### src/inc/spl_cfg.svh
// Constants for the self-program enable and lock guard block.
`ifndef SPL_CFG_SVH
`define SPL_CFG_SVH
`define SPL_WINDOW_CYCLES   3'h4
`define SPL_CTL_STORE       0
`define SPL_CTL_ERASE       1
`define SPL_CTL_WRITE       2
`define SPL_CTL_LOCKSET     3
`define SPL_CTL_REENABLE    4
`define SPL_LOCK_RESET      8'hFF
`define SPL_LOCK_FIXED_MASK 8'hC0
`define SPL_BOOT_HI         5
`define SPL_BOOT_LO         4
`define SPL_APP_HI          3
`define SPL_APP_LO          2
`define SPL_MEM_HI          1
`define SPL_MEM_LO          0
`define SPL_FUSE_EXT_RESET  8'hFF
`define SPL_FUSE_HIGH_RESET 8'hFF
`define SPL_FUSE_LOW_RESET  8'hFF
`define SPL_PAGE_WORD_BITS  7
`define SPL_PAGE_WORDS      128
`endif

### src/inc/spl_pkg.sv
// Types shared by the self-program enable and lock guard block.
package spl_pkg;
	typedef enum logic [2:0] {
		SPL_OP_NONE   = 3'b000,
		SPL_OP_FILL   = 3'b001,
		SPL_OP_ERASE  = 3'b010,
		SPL_OP_WRITE  = 3'b011,
		SPL_OP_LOCK   = 3'b100,
		SPL_OP_REEN   = 3'b101
	} spl_op_t;
	typedef enum logic [1:0] {
		SPL_ST_IDLE = 2'b00,
		SPL_ST_ARM  = 2'b01,
		SPL_ST_BUSY = 2'b10
	} spl_state_t;
	typedef struct packed {
		logic        valid;
		logic [15:0] addr;
		logic [15:0] data;
	} spl_store_t;
	typedef struct packed {
		logic        valid;
		logic [15:0] addr;
		logic        from_boot;
	} spl_load_t;
	typedef struct packed {
		logic        start;
		spl_op_t     op;
		logic [7:0]  page;
		logic [15:0] data;
		logic [6:0]  word;
	} spl_mem_cmd_t;
endpackage

### src/verilog/spl_guard.sv
// Store-enable window, page buffer, lock byte and fuse storage with section guard.
`include "spl_cfg.svh"
module spl_guard
	import spl_pkg::*;
(
	input  wire logic                 i_clk,
	input  wire logic                 i_reset_n,
	input  wire logic                 i_ctl_we,
	input  wire logic [4:0]           i_ctl_wdata,
	input  wire spl_pkg::spl_store_t  i_store,
	input  wire spl_pkg::spl_load_t   i_load,
	input  wire logic [15:0]          i_load_rdata,
	input  wire logic [15:0]          i_boot_start,
	input  wire logic                 i_vectors_boot,
	input  wire logic                 i_exec_boot,
	input  wire logic                 i_mem_done,
	input  wire logic                 i_chip_erase,
	input  wire logic                 i_ext_prog,
	input  wire logic                 i_ext_verify,
	input  wire logic                 i_fuse_we,
	input  wire logic [1:0]           i_fuse_sel,
	input  wire logic [7:0]           i_fuse_wdata,
	input  wire logic                 i_ext_lock_we,
	input  wire logic [7:0]           i_ext_lock_wdata,
	input  wire logic [6:0]           i_buf_raddr,
	output      logic [4:0]           o_ctl,
	output      spl_pkg::spl_mem_cmd_t o_mem_cmd,
	output      logic [15:0]          o_buf_rdata,
	output      logic [7:0]           o_lock,
	output      logic [7:0]           o_fuse_ext,
	output      logic [7:0]           o_fuse_high,
	output      logic [7:0]           o_fuse_low,
	output      logic [15:0]          o_load_data,
	output      logic                 o_load_valid,
	output      logic                 o_irq_enable,
	output      logic                 o_ext_prog_ok,
	output      logic                 o_ext_verify_ok
);
	spl_state_t  state;
	spl_state_t  next_state;
	spl_op_t     op;
	logic [2:0]  window;
	logic [7:0]  lock;
	logic [7:0]  fuse [3];
	logic [15:0] page_buf [`SPL_PAGE_WORDS];
	wire logic       pattern_ok;
	wire spl_op_t    pattern_op;
	wire logic       store_hit;
	wire logic       target_boot;
	wire logic       store_ok;
	wire logic       load_ok;
	wire logic       irq_ok;
	wire logic       do_fill;
	wire logic       do_lock;
	wire logic       do_page;
	wire logic       mem_lock_lo;
	wire logic       mem_lock_both;
	wire logic [6:0] fill_word;
	wire logic [7:0] store_page;

	function automatic spl_op_t decode_ctl(input logic [4:0] v);
		unique case (v)
			5'h01:   decode_ctl = SPL_OP_FILL;
			5'h03:   decode_ctl = SPL_OP_ERASE;
			5'h05:   decode_ctl = SPL_OP_WRITE;
			5'h09:   decode_ctl = SPL_OP_LOCK;
			5'h11:   decode_ctl = SPL_OP_REEN;
			default: decode_ctl = SPL_OP_NONE;
		endcase
	endfunction

	function automatic logic [4:0] op_bits(input spl_op_t o);
		unique case (o)
			SPL_OP_FILL:  op_bits = 5'h01;
			SPL_OP_ERASE: op_bits = 5'h03;
			SPL_OP_WRITE: op_bits = 5'h05;
			SPL_OP_LOCK:  op_bits = 5'h09;
			SPL_OP_REEN:  op_bits = 5'h11;
			default:      op_bits = 5'h00;
		endcase
	endfunction

	// A write is honoured only when idle and when it is one of the permitted patterns.
	assign pattern_op = decode_ctl(i_ctl_wdata);
	assign pattern_ok = i_ctl_we && (state == SPL_ST_IDLE) && (pattern_op != SPL_OP_NONE);
	assign store_hit  = i_store.valid && (state == SPL_ST_ARM);
	assign target_boot = i_store.addr[15:1] >= i_boot_start[15:1];
	assign fill_word  = i_store.addr[`SPL_PAGE_WORD_BITS:1];
	assign store_page = i_store.addr[15:8];
	assign mem_lock_lo   = !lock[`SPL_MEM_LO];
	assign mem_lock_both = !lock[`SPL_MEM_LO] && !lock[`SPL_MEM_HI];
	assign do_fill = store_hit && (op == SPL_OP_FILL);
	assign do_lock = store_hit && (op == SPL_OP_LOCK);
	// A refused page operation finishes at once and leaves memory alone.
	assign do_page = store_hit && ((op == SPL_OP_ERASE) || (op == SPL_OP_WRITE)) && store_ok;

	spl_lock_decode u_decode (
		.i_lock         (lock),
		.i_target_boot  (target_boot),
		.i_exec_boot    (i_exec_boot),
		.i_vectors_boot (i_vectors_boot),
		.o_store_ok     (store_ok),
		.o_load_ok      (load_ok),
		.o_irq_ok       (irq_ok)
	);

	// Load guard: a refused read returns zero with no error.
	wire logic load_from_boot;
	wire logic load_allowed;
	assign load_from_boot = i_load.addr[15:1] >= i_boot_start[15:1];
	spl_lock_decode u_load_decode (
		.i_lock         (lock),
		.i_target_boot  (load_from_boot),
		.i_exec_boot    (i_load.from_boot),
		.i_vectors_boot (i_vectors_boot),
		.o_store_ok     (),
		.o_load_ok      (load_allowed),
		.o_irq_ok       ()
	);

	always_comb
	begin
		next_state = state;
		unique case (state)
			SPL_ST_IDLE:
				if (pattern_ok)
					next_state = SPL_ST_ARM;
			SPL_ST_ARM:
				if (do_page)
					next_state = SPL_ST_BUSY;
				else if (store_hit || window == 3'h1)
					next_state = SPL_ST_IDLE;
			SPL_ST_BUSY:
				if (i_mem_done)
					next_state = SPL_ST_IDLE;
			default:
				next_state = SPL_ST_IDLE;
		endcase
	end

	always_ff @(posedge i_clk or negedge i_reset_n)
	begin
		if (!i_reset_n)
		begin
			state  <= SPL_ST_IDLE;
			op     <= SPL_OP_NONE;
			window <= 3'h0;
		end
		else
		begin
			state <= next_state;
			if (pattern_ok)
			begin
				op     <= pattern_op;
				window <= `SPL_WINDOW_CYCLES;
			end
			else if (state == SPL_ST_ARM && window != 3'h0)
				window <= window - 3'h1;
			if (next_state == SPL_ST_IDLE)
				op <= SPL_OP_NONE;
		end
	end

	always_ff @(posedge i_clk or negedge i_reset_n)
	begin
		if (!i_reset_n)
			o_ctl <= 5'h00;
		else
			o_ctl <= (next_state == SPL_ST_IDLE) ? 5'h00 :
				(pattern_ok ? op_bits(pattern_op) : op_bits(op));
	end

	// Temporary page buffer; a fill into a locked section is dropped.
	always_ff @(posedge i_clk)
	begin
		if (do_fill && store_ok)
			page_buf[fill_word] <= i_store.data;
		o_buf_rdata <= page_buf[i_buf_raddr];
	end

	always_ff @(posedge i_clk or negedge i_reset_n)
	begin
		if (!i_reset_n)
			o_mem_cmd <= '0;
		else
		begin
			o_mem_cmd.start <= do_page;
			if (do_page)
			begin
				o_mem_cmd.op   <= op;
				o_mem_cmd.page <= store_page;
				o_mem_cmd.word <= 7'h00;
				o_mem_cmd.data <= 16'h0000;
			end
		end
	end

	// Lock bits only ever move toward programmed except on reset or chip erase.
	always_ff @(posedge i_clk or negedge i_reset_n)
	begin
		if (!i_reset_n)
			lock <= `SPL_LOCK_RESET;
		else if (i_chip_erase)
			lock <= `SPL_LOCK_RESET;
		else if (do_lock)
			lock <= lock & (i_store.data[7:0] | `SPL_LOCK_FIXED_MASK | 8'h03);
		else if (i_ext_lock_we)
		begin
			if (mem_lock_both)
				lock <= lock & (i_ext_lock_wdata | 8'hFC);
			else
				lock <= lock & (i_ext_lock_wdata | `SPL_LOCK_FIXED_MASK);
		end
	end

	// Fuse bytes: extended, high, low; locked once the low memory lock is programmed.
	genvar g;
	generate
		for (g = 0; g < 3; g++)
		begin : g_fuse
			always_ff @(posedge i_clk or negedge i_reset_n)
			begin
				if (!i_reset_n)
					fuse[g] <= (g == 0) ? `SPL_FUSE_EXT_RESET :
						((g == 1) ? `SPL_FUSE_HIGH_RESET : `SPL_FUSE_LOW_RESET);
				else if (i_fuse_we && i_fuse_sel == 2'(g) && !mem_lock_lo)
					fuse[g] <= i_fuse_wdata;
			end
		end
	endgenerate

	always_ff @(posedge i_clk or negedge i_reset_n)
	begin
		if (!i_reset_n)
		begin
			o_lock          <= `SPL_LOCK_RESET;
			o_fuse_ext      <= `SPL_FUSE_EXT_RESET;
			o_fuse_high     <= `SPL_FUSE_HIGH_RESET;
			o_fuse_low      <= `SPL_FUSE_LOW_RESET;
			o_load_data     <= 16'h0000;
			o_load_valid    <= 1'b0;
			o_irq_enable    <= 1'b1;
			o_ext_prog_ok   <= 1'b1;
			o_ext_verify_ok <= 1'b1;
		end
		else
		begin
			o_lock          <= lock | `SPL_LOCK_FIXED_MASK;
			o_fuse_ext      <= fuse[0];
			o_fuse_high     <= fuse[1];
			o_fuse_low      <= fuse[2];
			o_load_valid    <= i_load.valid;
			o_load_data     <= (i_load.valid && load_allowed) ? i_load_rdata : 16'h0000;
			o_irq_enable    <= irq_ok;
			o_ext_prog_ok   <= !mem_lock_lo;
			o_ext_verify_ok <= !mem_lock_both;
		end
	end

	wire logic unused_ok;
	assign unused_ok = i_ext_prog ^ i_ext_verify;
endmodule

### src/verilog/spl_lock_decode.sv
// Section access decoder from the lock byte and the fetch location.
`include "spl_cfg.svh"
module spl_lock_decode
	import spl_pkg::*;
(
	input  wire logic [7:0] i_lock,
	input  wire logic       i_target_boot,
	input  wire logic       i_exec_boot,
	input  wire logic       i_vectors_boot,
	output      logic       o_store_ok,
	output      logic       o_load_ok,
	output      logic       o_irq_ok
);
	wire logic app_hi;
	wire logic app_lo;
	wire logic boot_hi;
	wire logic boot_lo;
	wire logic app_no_store;
	wire logic app_no_load;
	wire logic boot_no_store;
	wire logic boot_no_load;
	assign app_hi  = i_lock[`SPL_APP_HI];
	assign app_lo  = i_lock[`SPL_APP_LO];
	assign boot_hi = i_lock[`SPL_BOOT_HI];
	assign boot_lo = i_lock[`SPL_BOOT_LO];
	// Modes 2 and 3 share a programmed low bit; modes 3 and 4 a programmed high bit.
	assign app_no_store  = !app_lo;
	assign app_no_load   = !app_hi;
	assign boot_no_store = !boot_lo;
	assign boot_no_load  = !boot_hi;
	// Both pairs unprogrammed leave every access open.
	assign o_store_ok = i_target_boot ? !boot_no_store : !app_no_store;
	assign o_load_ok  = (i_target_boot == i_exec_boot) ? 1'b1 :
		(i_target_boot ? !boot_no_load : !app_no_load);
	assign o_irq_ok = !((i_vectors_boot && !i_exec_boot && app_no_load)
		|| (!i_vectors_boot && i_exec_boot && boot_no_load));
endmodule
### config.mk
export PLATFORM = sky130hd
export DESIGN_NAME = spl_guard
export DESIGN_NICKNAME = d
export VERILOG_FILES = /design/src/inc/spl_pkg.sv /design/src/verilog/spl_guard.sv /design/src/verilog/spl_lock_decode.sv
export VERILOG_INCLUDE_DIRS = /design/src /design/src/inc
export SDC_FILE = /design/constraint.sdc
export NUM_CORES = 2
export LEC_CHECK = 0
export BUFFER_PORTS_ARGS = -buffer_cell sky130_fd_sc_hd__buf_4
export CORE_MARGIN = 4
export CORE_UTILIZATION = 58
export CTS_BUF_LIST = sky130_fd_sc_hd__clkbuf_4
export DETAILED_ROUTE_END_ITERATION = 12
export PLACE_DENSITY = 0.78
export REMOVE_ABC_BUFFERS = 1
export SYNTH_ARGS = -nofsm -noshare
export SYNTH_HDL_FRONTEND = slang
export SYNTH_SLANG_ARGS = --single-unit
### constraint.sdc
create_clock -name i_clk -period 3.5 [get_ports i_clk]
set_input_delay 0.35 -clock i_clk [delete_from_list [all_inputs] [get_ports i_clk]]
set_output_delay 0.35 -clock i_clk [all_outputs]
set_load 0.005 [all_outputs]
=== Word level (Yosys, flattened, before mapping) ===
Memories as Yosys holds them, arrays and structs flattened. A register that Yosys moved wholly into a read port is not among the register bits.
Cells that the tools add are included.

* Register bits: 107
* Memory bits (writable): 2048
* Bits of input ports: 124
* Output and inout bits: 108
* Logic and storage cells: 112
* Memories kept: 1

{| class="wikitable"
|+ Memories
! memory !! depth !! width !! read ports !! clocked after Yosys merged registers in !! write ports !! line !! RTL
|-
| page_buf || 128 || 16 || 1 || 1 || 1 || spl_guard.sv:45 || <nowiki>logic [15:0] page_buf [`SPL_PAGE_WORDS];</nowiki>
|}

* $add $sub $neg: 1
* Magnitude comparators: 2
* Eq/ne operators: 21
* Multiplexer cells: 24
* Bitwise gates (word level): 3
* Reduce and logical (&&, ||, !) cells: 40

{| class="wikitable"
|+ Operator list
! kind !! number
|-
| 5-bit one-hot mux with 5 select lines || 2
|-
| 8-bit two-way mux || 4
|-
| 15-bit greater-or-equal comparator || 2
|-
| 8-bit bitwise AND || 3
|-
| 1-bit logical AND || 21
|-
| 16-bit two-way mux || 1
|-
| 3-bit one-hot mux with 5 select lines || 1
|-
| 3-bit by 2-bit equality test with 1-bit output, second input constant || 4
|-
| 3-bit equality test, second input constant || 4
|-
| 3-bit two-way mux || 4
|-
| 5-bit two-way mux || 2
|-
| 3-bit by 1-bit equality test with 1-bit output, second input constant || 3
|-
| 3-bit nonzero test || 3
|-
| 1-bit logical NOT || 8
|-
| 2-bit two-way mux || 4
|-
| 2-bit logical NOT || 3
|-
| 2-bit one-hot mux with 3 select lines || 1
|-
| 5-bit by 1-bit equality test with 1-bit output, second input constant || 1
|-
| 5-bit by 2-bit equality test with 1-bit output, second input constant || 1
|-
| 5-bit by 3-bit equality test with 1-bit output, second input constant || 1
|-
| 5-bit by 4-bit equality test with 1-bit output, second input constant || 1
|-
| 5-bit equality test, second input constant || 1
|-
| 1-bit two-way mux || 5
|-
| 2-bit by 1-bit equality test with 1-bit output, second input constant || 2
|-
| other kinds (5) || 9
|}

=== Logic depth before layout (Yosys ltp) ===
* Depth after elaboration: 8
* Mapped depth: 11
* Mapped depth without buffers: 10

=== By module ===
A second synthesis with hierarchy kept.

* Cell total of the unflattened synthesis: 4169
* Area total of the unflattened synthesis: 83676.5 um2

{| class="wikitable"
|+ By module, submodules not included
! module !! times used !! cells an instance !! area each (um2) !! seq. area each (um2)
|-
| spl_guard || 1 || 4155 || 83553.9 || 64525.6
|-
| spl_lock_decode || 2 || 7 || 61.3 || 0.0
|}

=== Worst setup path before layout ===
OpenSTA, ideal clock, no wires.

* Path kind: input port to flip-flop
* Start: input port i_store[17] in the netlist's numbering
* End: memory page_buf[100][0], enable pin
* Setup time: 430 ps
* Data arrival time: 3561 ps
* Required time: 3070 ps
* Setup slack: -491 ps
* Stages: 11
* Cells stage by stage: inv_1 > clkbuf_1 > ha_1 > nor2b_1 > o21ai_0 > a21oi_1 > o211ai_1 > mux2i_1 > buf_2 > buf_6 > nor4_1

* Longest elaborated chain between the ends: 5

{| class="wikitable"
|+ Ends and longest elaborated chain
! item !! line !! RTL
|-
| from (decl) || spl_guard.sv:10 || <nowiki>input wire spl_pkg::spl_store_t i_store,</nowiki>
|-
| 15-bit greater-or-equal comparator || spl_guard.sv:87 || <nowiki>assign target_boot = i_store.addr[15:1] >= i_boot_start[15:1];</nowiki>
|-
| 1-bit two-way mux || spl_lock_decode.sv:32 || <nowiki>assign o_store_ok = i_target_boot ? !boot_no_store : !app_no_store;</nowiki>
|-
| 1-bit logical AND || spl_guard.sv:176 || <nowiki>if (do_fill && store_ok)</nowiki>
|-
| 1-bit two-way mux || spl_guard.sv:176 ||
|-
| 1-bit two-way mux (not written as such) || spl_guard.sv:177 || <nowiki>page_buf[fill_word] <= i_store.data;</nowiki>
|-
| to (decl) || spl_guard.sv:45 ||
|}

Parallel ways exist; a longest one is shown, timed or not.

=== Worst setup path in the final report ===
* Start: register op[2]
* End: memory page_buf[127][7], enable pin

* Longest elaborated chain between the ends: 5

{| class="wikitable"
|+ Ends and longest elaborated chain
! item !! line !! RTL
|-
| from (decl) || spl_guard.sv:41 || <nowiki>spl_op_t op;</nowiki>
|-
| from (signal assigned) || spl_guard.sv:154 || <nowiki>op <= pattern_op;</nowiki>
|-
| 3-bit by 1-bit equality test with 1-bit output || spl_guard.sv:92 || <nowiki>assign do_fill = store_hit && (op == SPL_OP_FILL);</nowiki>
|-
| 1-bit logical AND || spl_guard.sv:92 ||
|-
| 1-bit logical AND || spl_guard.sv:176 ||
|-
| 1-bit two-way mux || spl_guard.sv:176 ||
|-
| 1-bit two-way mux (not written as such) || spl_guard.sv:177 ||
|}

Every way passes these cells.

==> impl_results.md <==
* Status: complete, no violations
* Layout cells sized above 1 at 0.3686
* Hold Path Class: in2reg
* Max H-tree Level at 6
* CP Capture Type: flip-flop
* Critical path's top delay family: simple AND/OR/NAND/NOR gates
* EDFF count, synth at 2048
* Ys async rst share at 0.04797
* Fin Setup TNS at 0 ns
* Detail Route met3 WL at 24450 um
* DR iter-0 viols at 6176
* CORE AREA at 0.1435 mm2
* Grt total ovfl at 0
* Post-layout net count at 5171
* RSZ-0062 raised after global routing: false
* Final Skew at 0.08407 ns
* Pins Over Slew Limit at 0
* Total number of vias at 46724
* IO Port Bufs at 199
* Setup Buffers After CTS at 0
* Kind of critical path: reg2reg
* FMAX at 313.6 MHz
* Clock buffer depth at 4
* Top routing layer in use: met5
* Worst-Margin Slew at 1.247 ns
* Initial Util at 0.5838
* Leak at 33.54 nW
* Number of I/O pins at 232
* Clk_lat worst skew at 1.34 ns
* Slowest CP cell: nand3_1
* CP bufs+invs at 3
* Antenna viol nets, final at 0
* Final hold viol count at 0
* Startpoint types: flip-flop
* Drt pass-1 iters at 6
* Yosys warns at 0
* Area of the die at 0.1506 mm2
* Min Hold Slack at 0.1077 ns
* Post-Synthesis Cells at 4037
* TritonCTS Buffers at 550
* HPWL after DPL at 125900 um
* Min Clock Period, post-route at 3.188 ns
* Metal-1 WL at 78640 um
* All-Layer GR Usage at 0.2866
* Max-cap violations at 0
* First-pass GRT wire length at 315700 um
* Number of global-route vias before repair at 47985
* Fin crit share at 0.9109
* Sequential share of the synthesized area at 0.7700
* WL/cell at 29.57 um
* Critical path arrival at 4.15 ns
* Die H at 388.0 um
* #FFs+latches synth at 2168
* Area grow syn2layout at 19.44%
* Syn Area/Cell at 20.75 um2
* Peak VDD IR at 0.3750 mV
* Slew headroom at 0.1687
* CTS root buf: clkbuf_4
* Most used DFF post-synth: edfxtp_1
* Top cells by area, synth: edfxtp_1, mux4_2, mux2i_1, dfstp_2, a22oi_1
* CP max FO at 16
* CP Cell Sequence: inv_1, nand3_1, inv_1, and3_1, nand3_1, nor4_2, buf_12
* Final WL at 215100 um
* Gpl congestion at 0.9325
* Wire length on met2 at 103000 um
* Unique masters post-synth at 67
* Vias per std cell at 6.422
* Cell taking the most area after synthesis: edfxtp_1
* Remaining routing DRC violations at 0
* Clock slew at reported path FFs at 0.07 ns
* Row count at 139
* Initial antenna violation count at 6
* Largest net degree at the start of global routing at 85
* Required time of the critical path at 4.47 ns
* CP max stage delay at 0.52 ns
* # fillers at 8195
* Most common cell after layout, fill and taps aside: edfxtp_1
* Synthesized area at 0.08377 mm2
* CTS Sinks at 2168
* Yosys top cell area share at 0.7342
* CTS tree: yes
* Die Wd at 388.0 um
* P per Cell Area at 530.3 mW/mm2
* Commonest non-fill, non-tap cells in the layout: edfxtp_1, clkbuf_4, mux4_2
* Final Setup Violations at 0
## worst paths after layout
kind / startpoint / end / slack (ns) / depth (start not counted)
setup / recovery: op[2] / page_buf[127][7] / 0.31 / 7
hold reg to reg: fuse[7] / o_fuse_low[7] / 0.36 / 0
min in group asynchronous: i_reset_n / o_load_data[14] / 0.16 / 4
max in group asynchronous: i_reset_n / o_fuse_low[4] / 2.99 / 4
hold / removal: i_store[18] / page_buf[31][0] / 0.11 / 4
setup reg to reg: op[2] / page_buf[127][7] / 0.31 / 7
## cell type report
| type | count | area, um2 | share of cell area |
|---|---|---|---|
| Timing Repair Buffer | 674 | 7755 | 0.07751 |
| Tap cell | 1903 | 2381 | 0.02380 |
| Clock inverter | 137 | 963.4 | 0.009629 |
| Multi-Input combinational cell | 1594 | 18590 | 0.1858 |
| Sequential cell | 2168 | 64500 | 0.6447 |
| Clock buffer | 764 | 5736 | 0.05733 |
| Antenna cell | 12 | 30.03 | 0.0003001 |
| Inverter | 24 | 95.09 | 0.0009504 |
## worst min-delay path, cell delays in order
cell and delay (ns):
buf_4 0.14, nand3_2 0.44, nor4_2 0.13, buf_12 0.15
## synthesized netlist by cell type, drive strengths merged, types with 2 or more instances
| cell | count |
|---|---|
| edfxtp | 2048 |
| mux4 | 384 |
| mux2i | 258 |
| buf | 169 |
| a211oi | 160 |
| a22oi | 160 |
| nor4 | 130 |
| o22ai | 128 |
| nand2 | 113 |
| clkbuf | 105 |
| dfstp | 62 |
| dfrtp | 42 |
| ha | 35 |
| mux2 | 34 |
| nand3 | 27 |
| a21oi | 26 |
| inv | 24 |
| nor2 | 21 |
| dfxtp | 16 |
| a21o | 9 |
| nand2b | 9 |
| o21ai | 8 |
| nand3b | 6 |
| nor2b | 6 |
| nor3 | 6 |
| and2 | 4 |
| o221ai | 4 |
| nand4 | 3 |
| nor3b | 3 |
| or2 | 3 |
| or3 | 3 |
| xnor2 | 3 |
| a31oi | 2 |
| a41oi | 2 |
| and3 | 2 |
| conb | 2 |
| nand4b | 2 |
| nor4b | 2 |
| or3b | 2 |
## flip-flops by register name, indices dropped and copies added, names as in the netlist, 8 cells and up
register     cells
fuse            24
o_buf_rdata     16
o_fuse_ext       8
o_fuse_high      8
o_fuse_low       8
o_load_data     16
o_mem_cmd       12
page_buf      2048
## repair_timing
item                                    in CTS  in global routing
hold buffers                               165                  0
hold endpoints to repair                  2428                  0
endpoints found under the setup margin       0                  2
resized for setup                            0                  3
## report_power, final
| part | leakage [nW] | switching [mW] | internal (mW) |
|---|---|---|---|
| clock | 4.00 | 9.75 | 11.2 |
| sequential | 19.7 | 0.126 | 28.6 |
| combinational | 9.79 | 2.03 | 1.29 |
## routing by layer
metal,global-route usage,up-vias
li1,-,19251
met1,0.3951,23768
met2,0.4411,3207
met3,0.07342,496
met4,0.1244,2
met5,0,-
## per-stage QoR
step | instances | setup WS [ns] | cell area (um2) | total power [mW] | util
floorplan | 3786 | -5.776 | 82330 | 30.39 | -
global placement | 6199 | -0.1970 | 91650 | 32.28 | 0.6388
detailed placement | 6199 | -0.1482 | 91650 | 32.37 | 0.6388
CTS | 7265 | 0.2651 | 100000 | 53.22 | 0.6971
global route | 7275 | 0.2608 | 100100 | 55.11 | 0.6973
finish | 7276 | 0.3117 | 100100 | 53.06 | 0.6973
## cell families after synthesis
family / synth area share
AO/OA/AOI/OAI: 0.04445
XOR/XNOR: 0.0004183
adder cells (fa/ha/maj): 0.005347
buffers and inverters: 0.01928
flip-flops: 0.7700
multiplexers: 0.1386
other: 0.00008965
AND/OR/NAND/NOR: 0.02178
No activity file was read; power rests on OpenSTA's default activity.
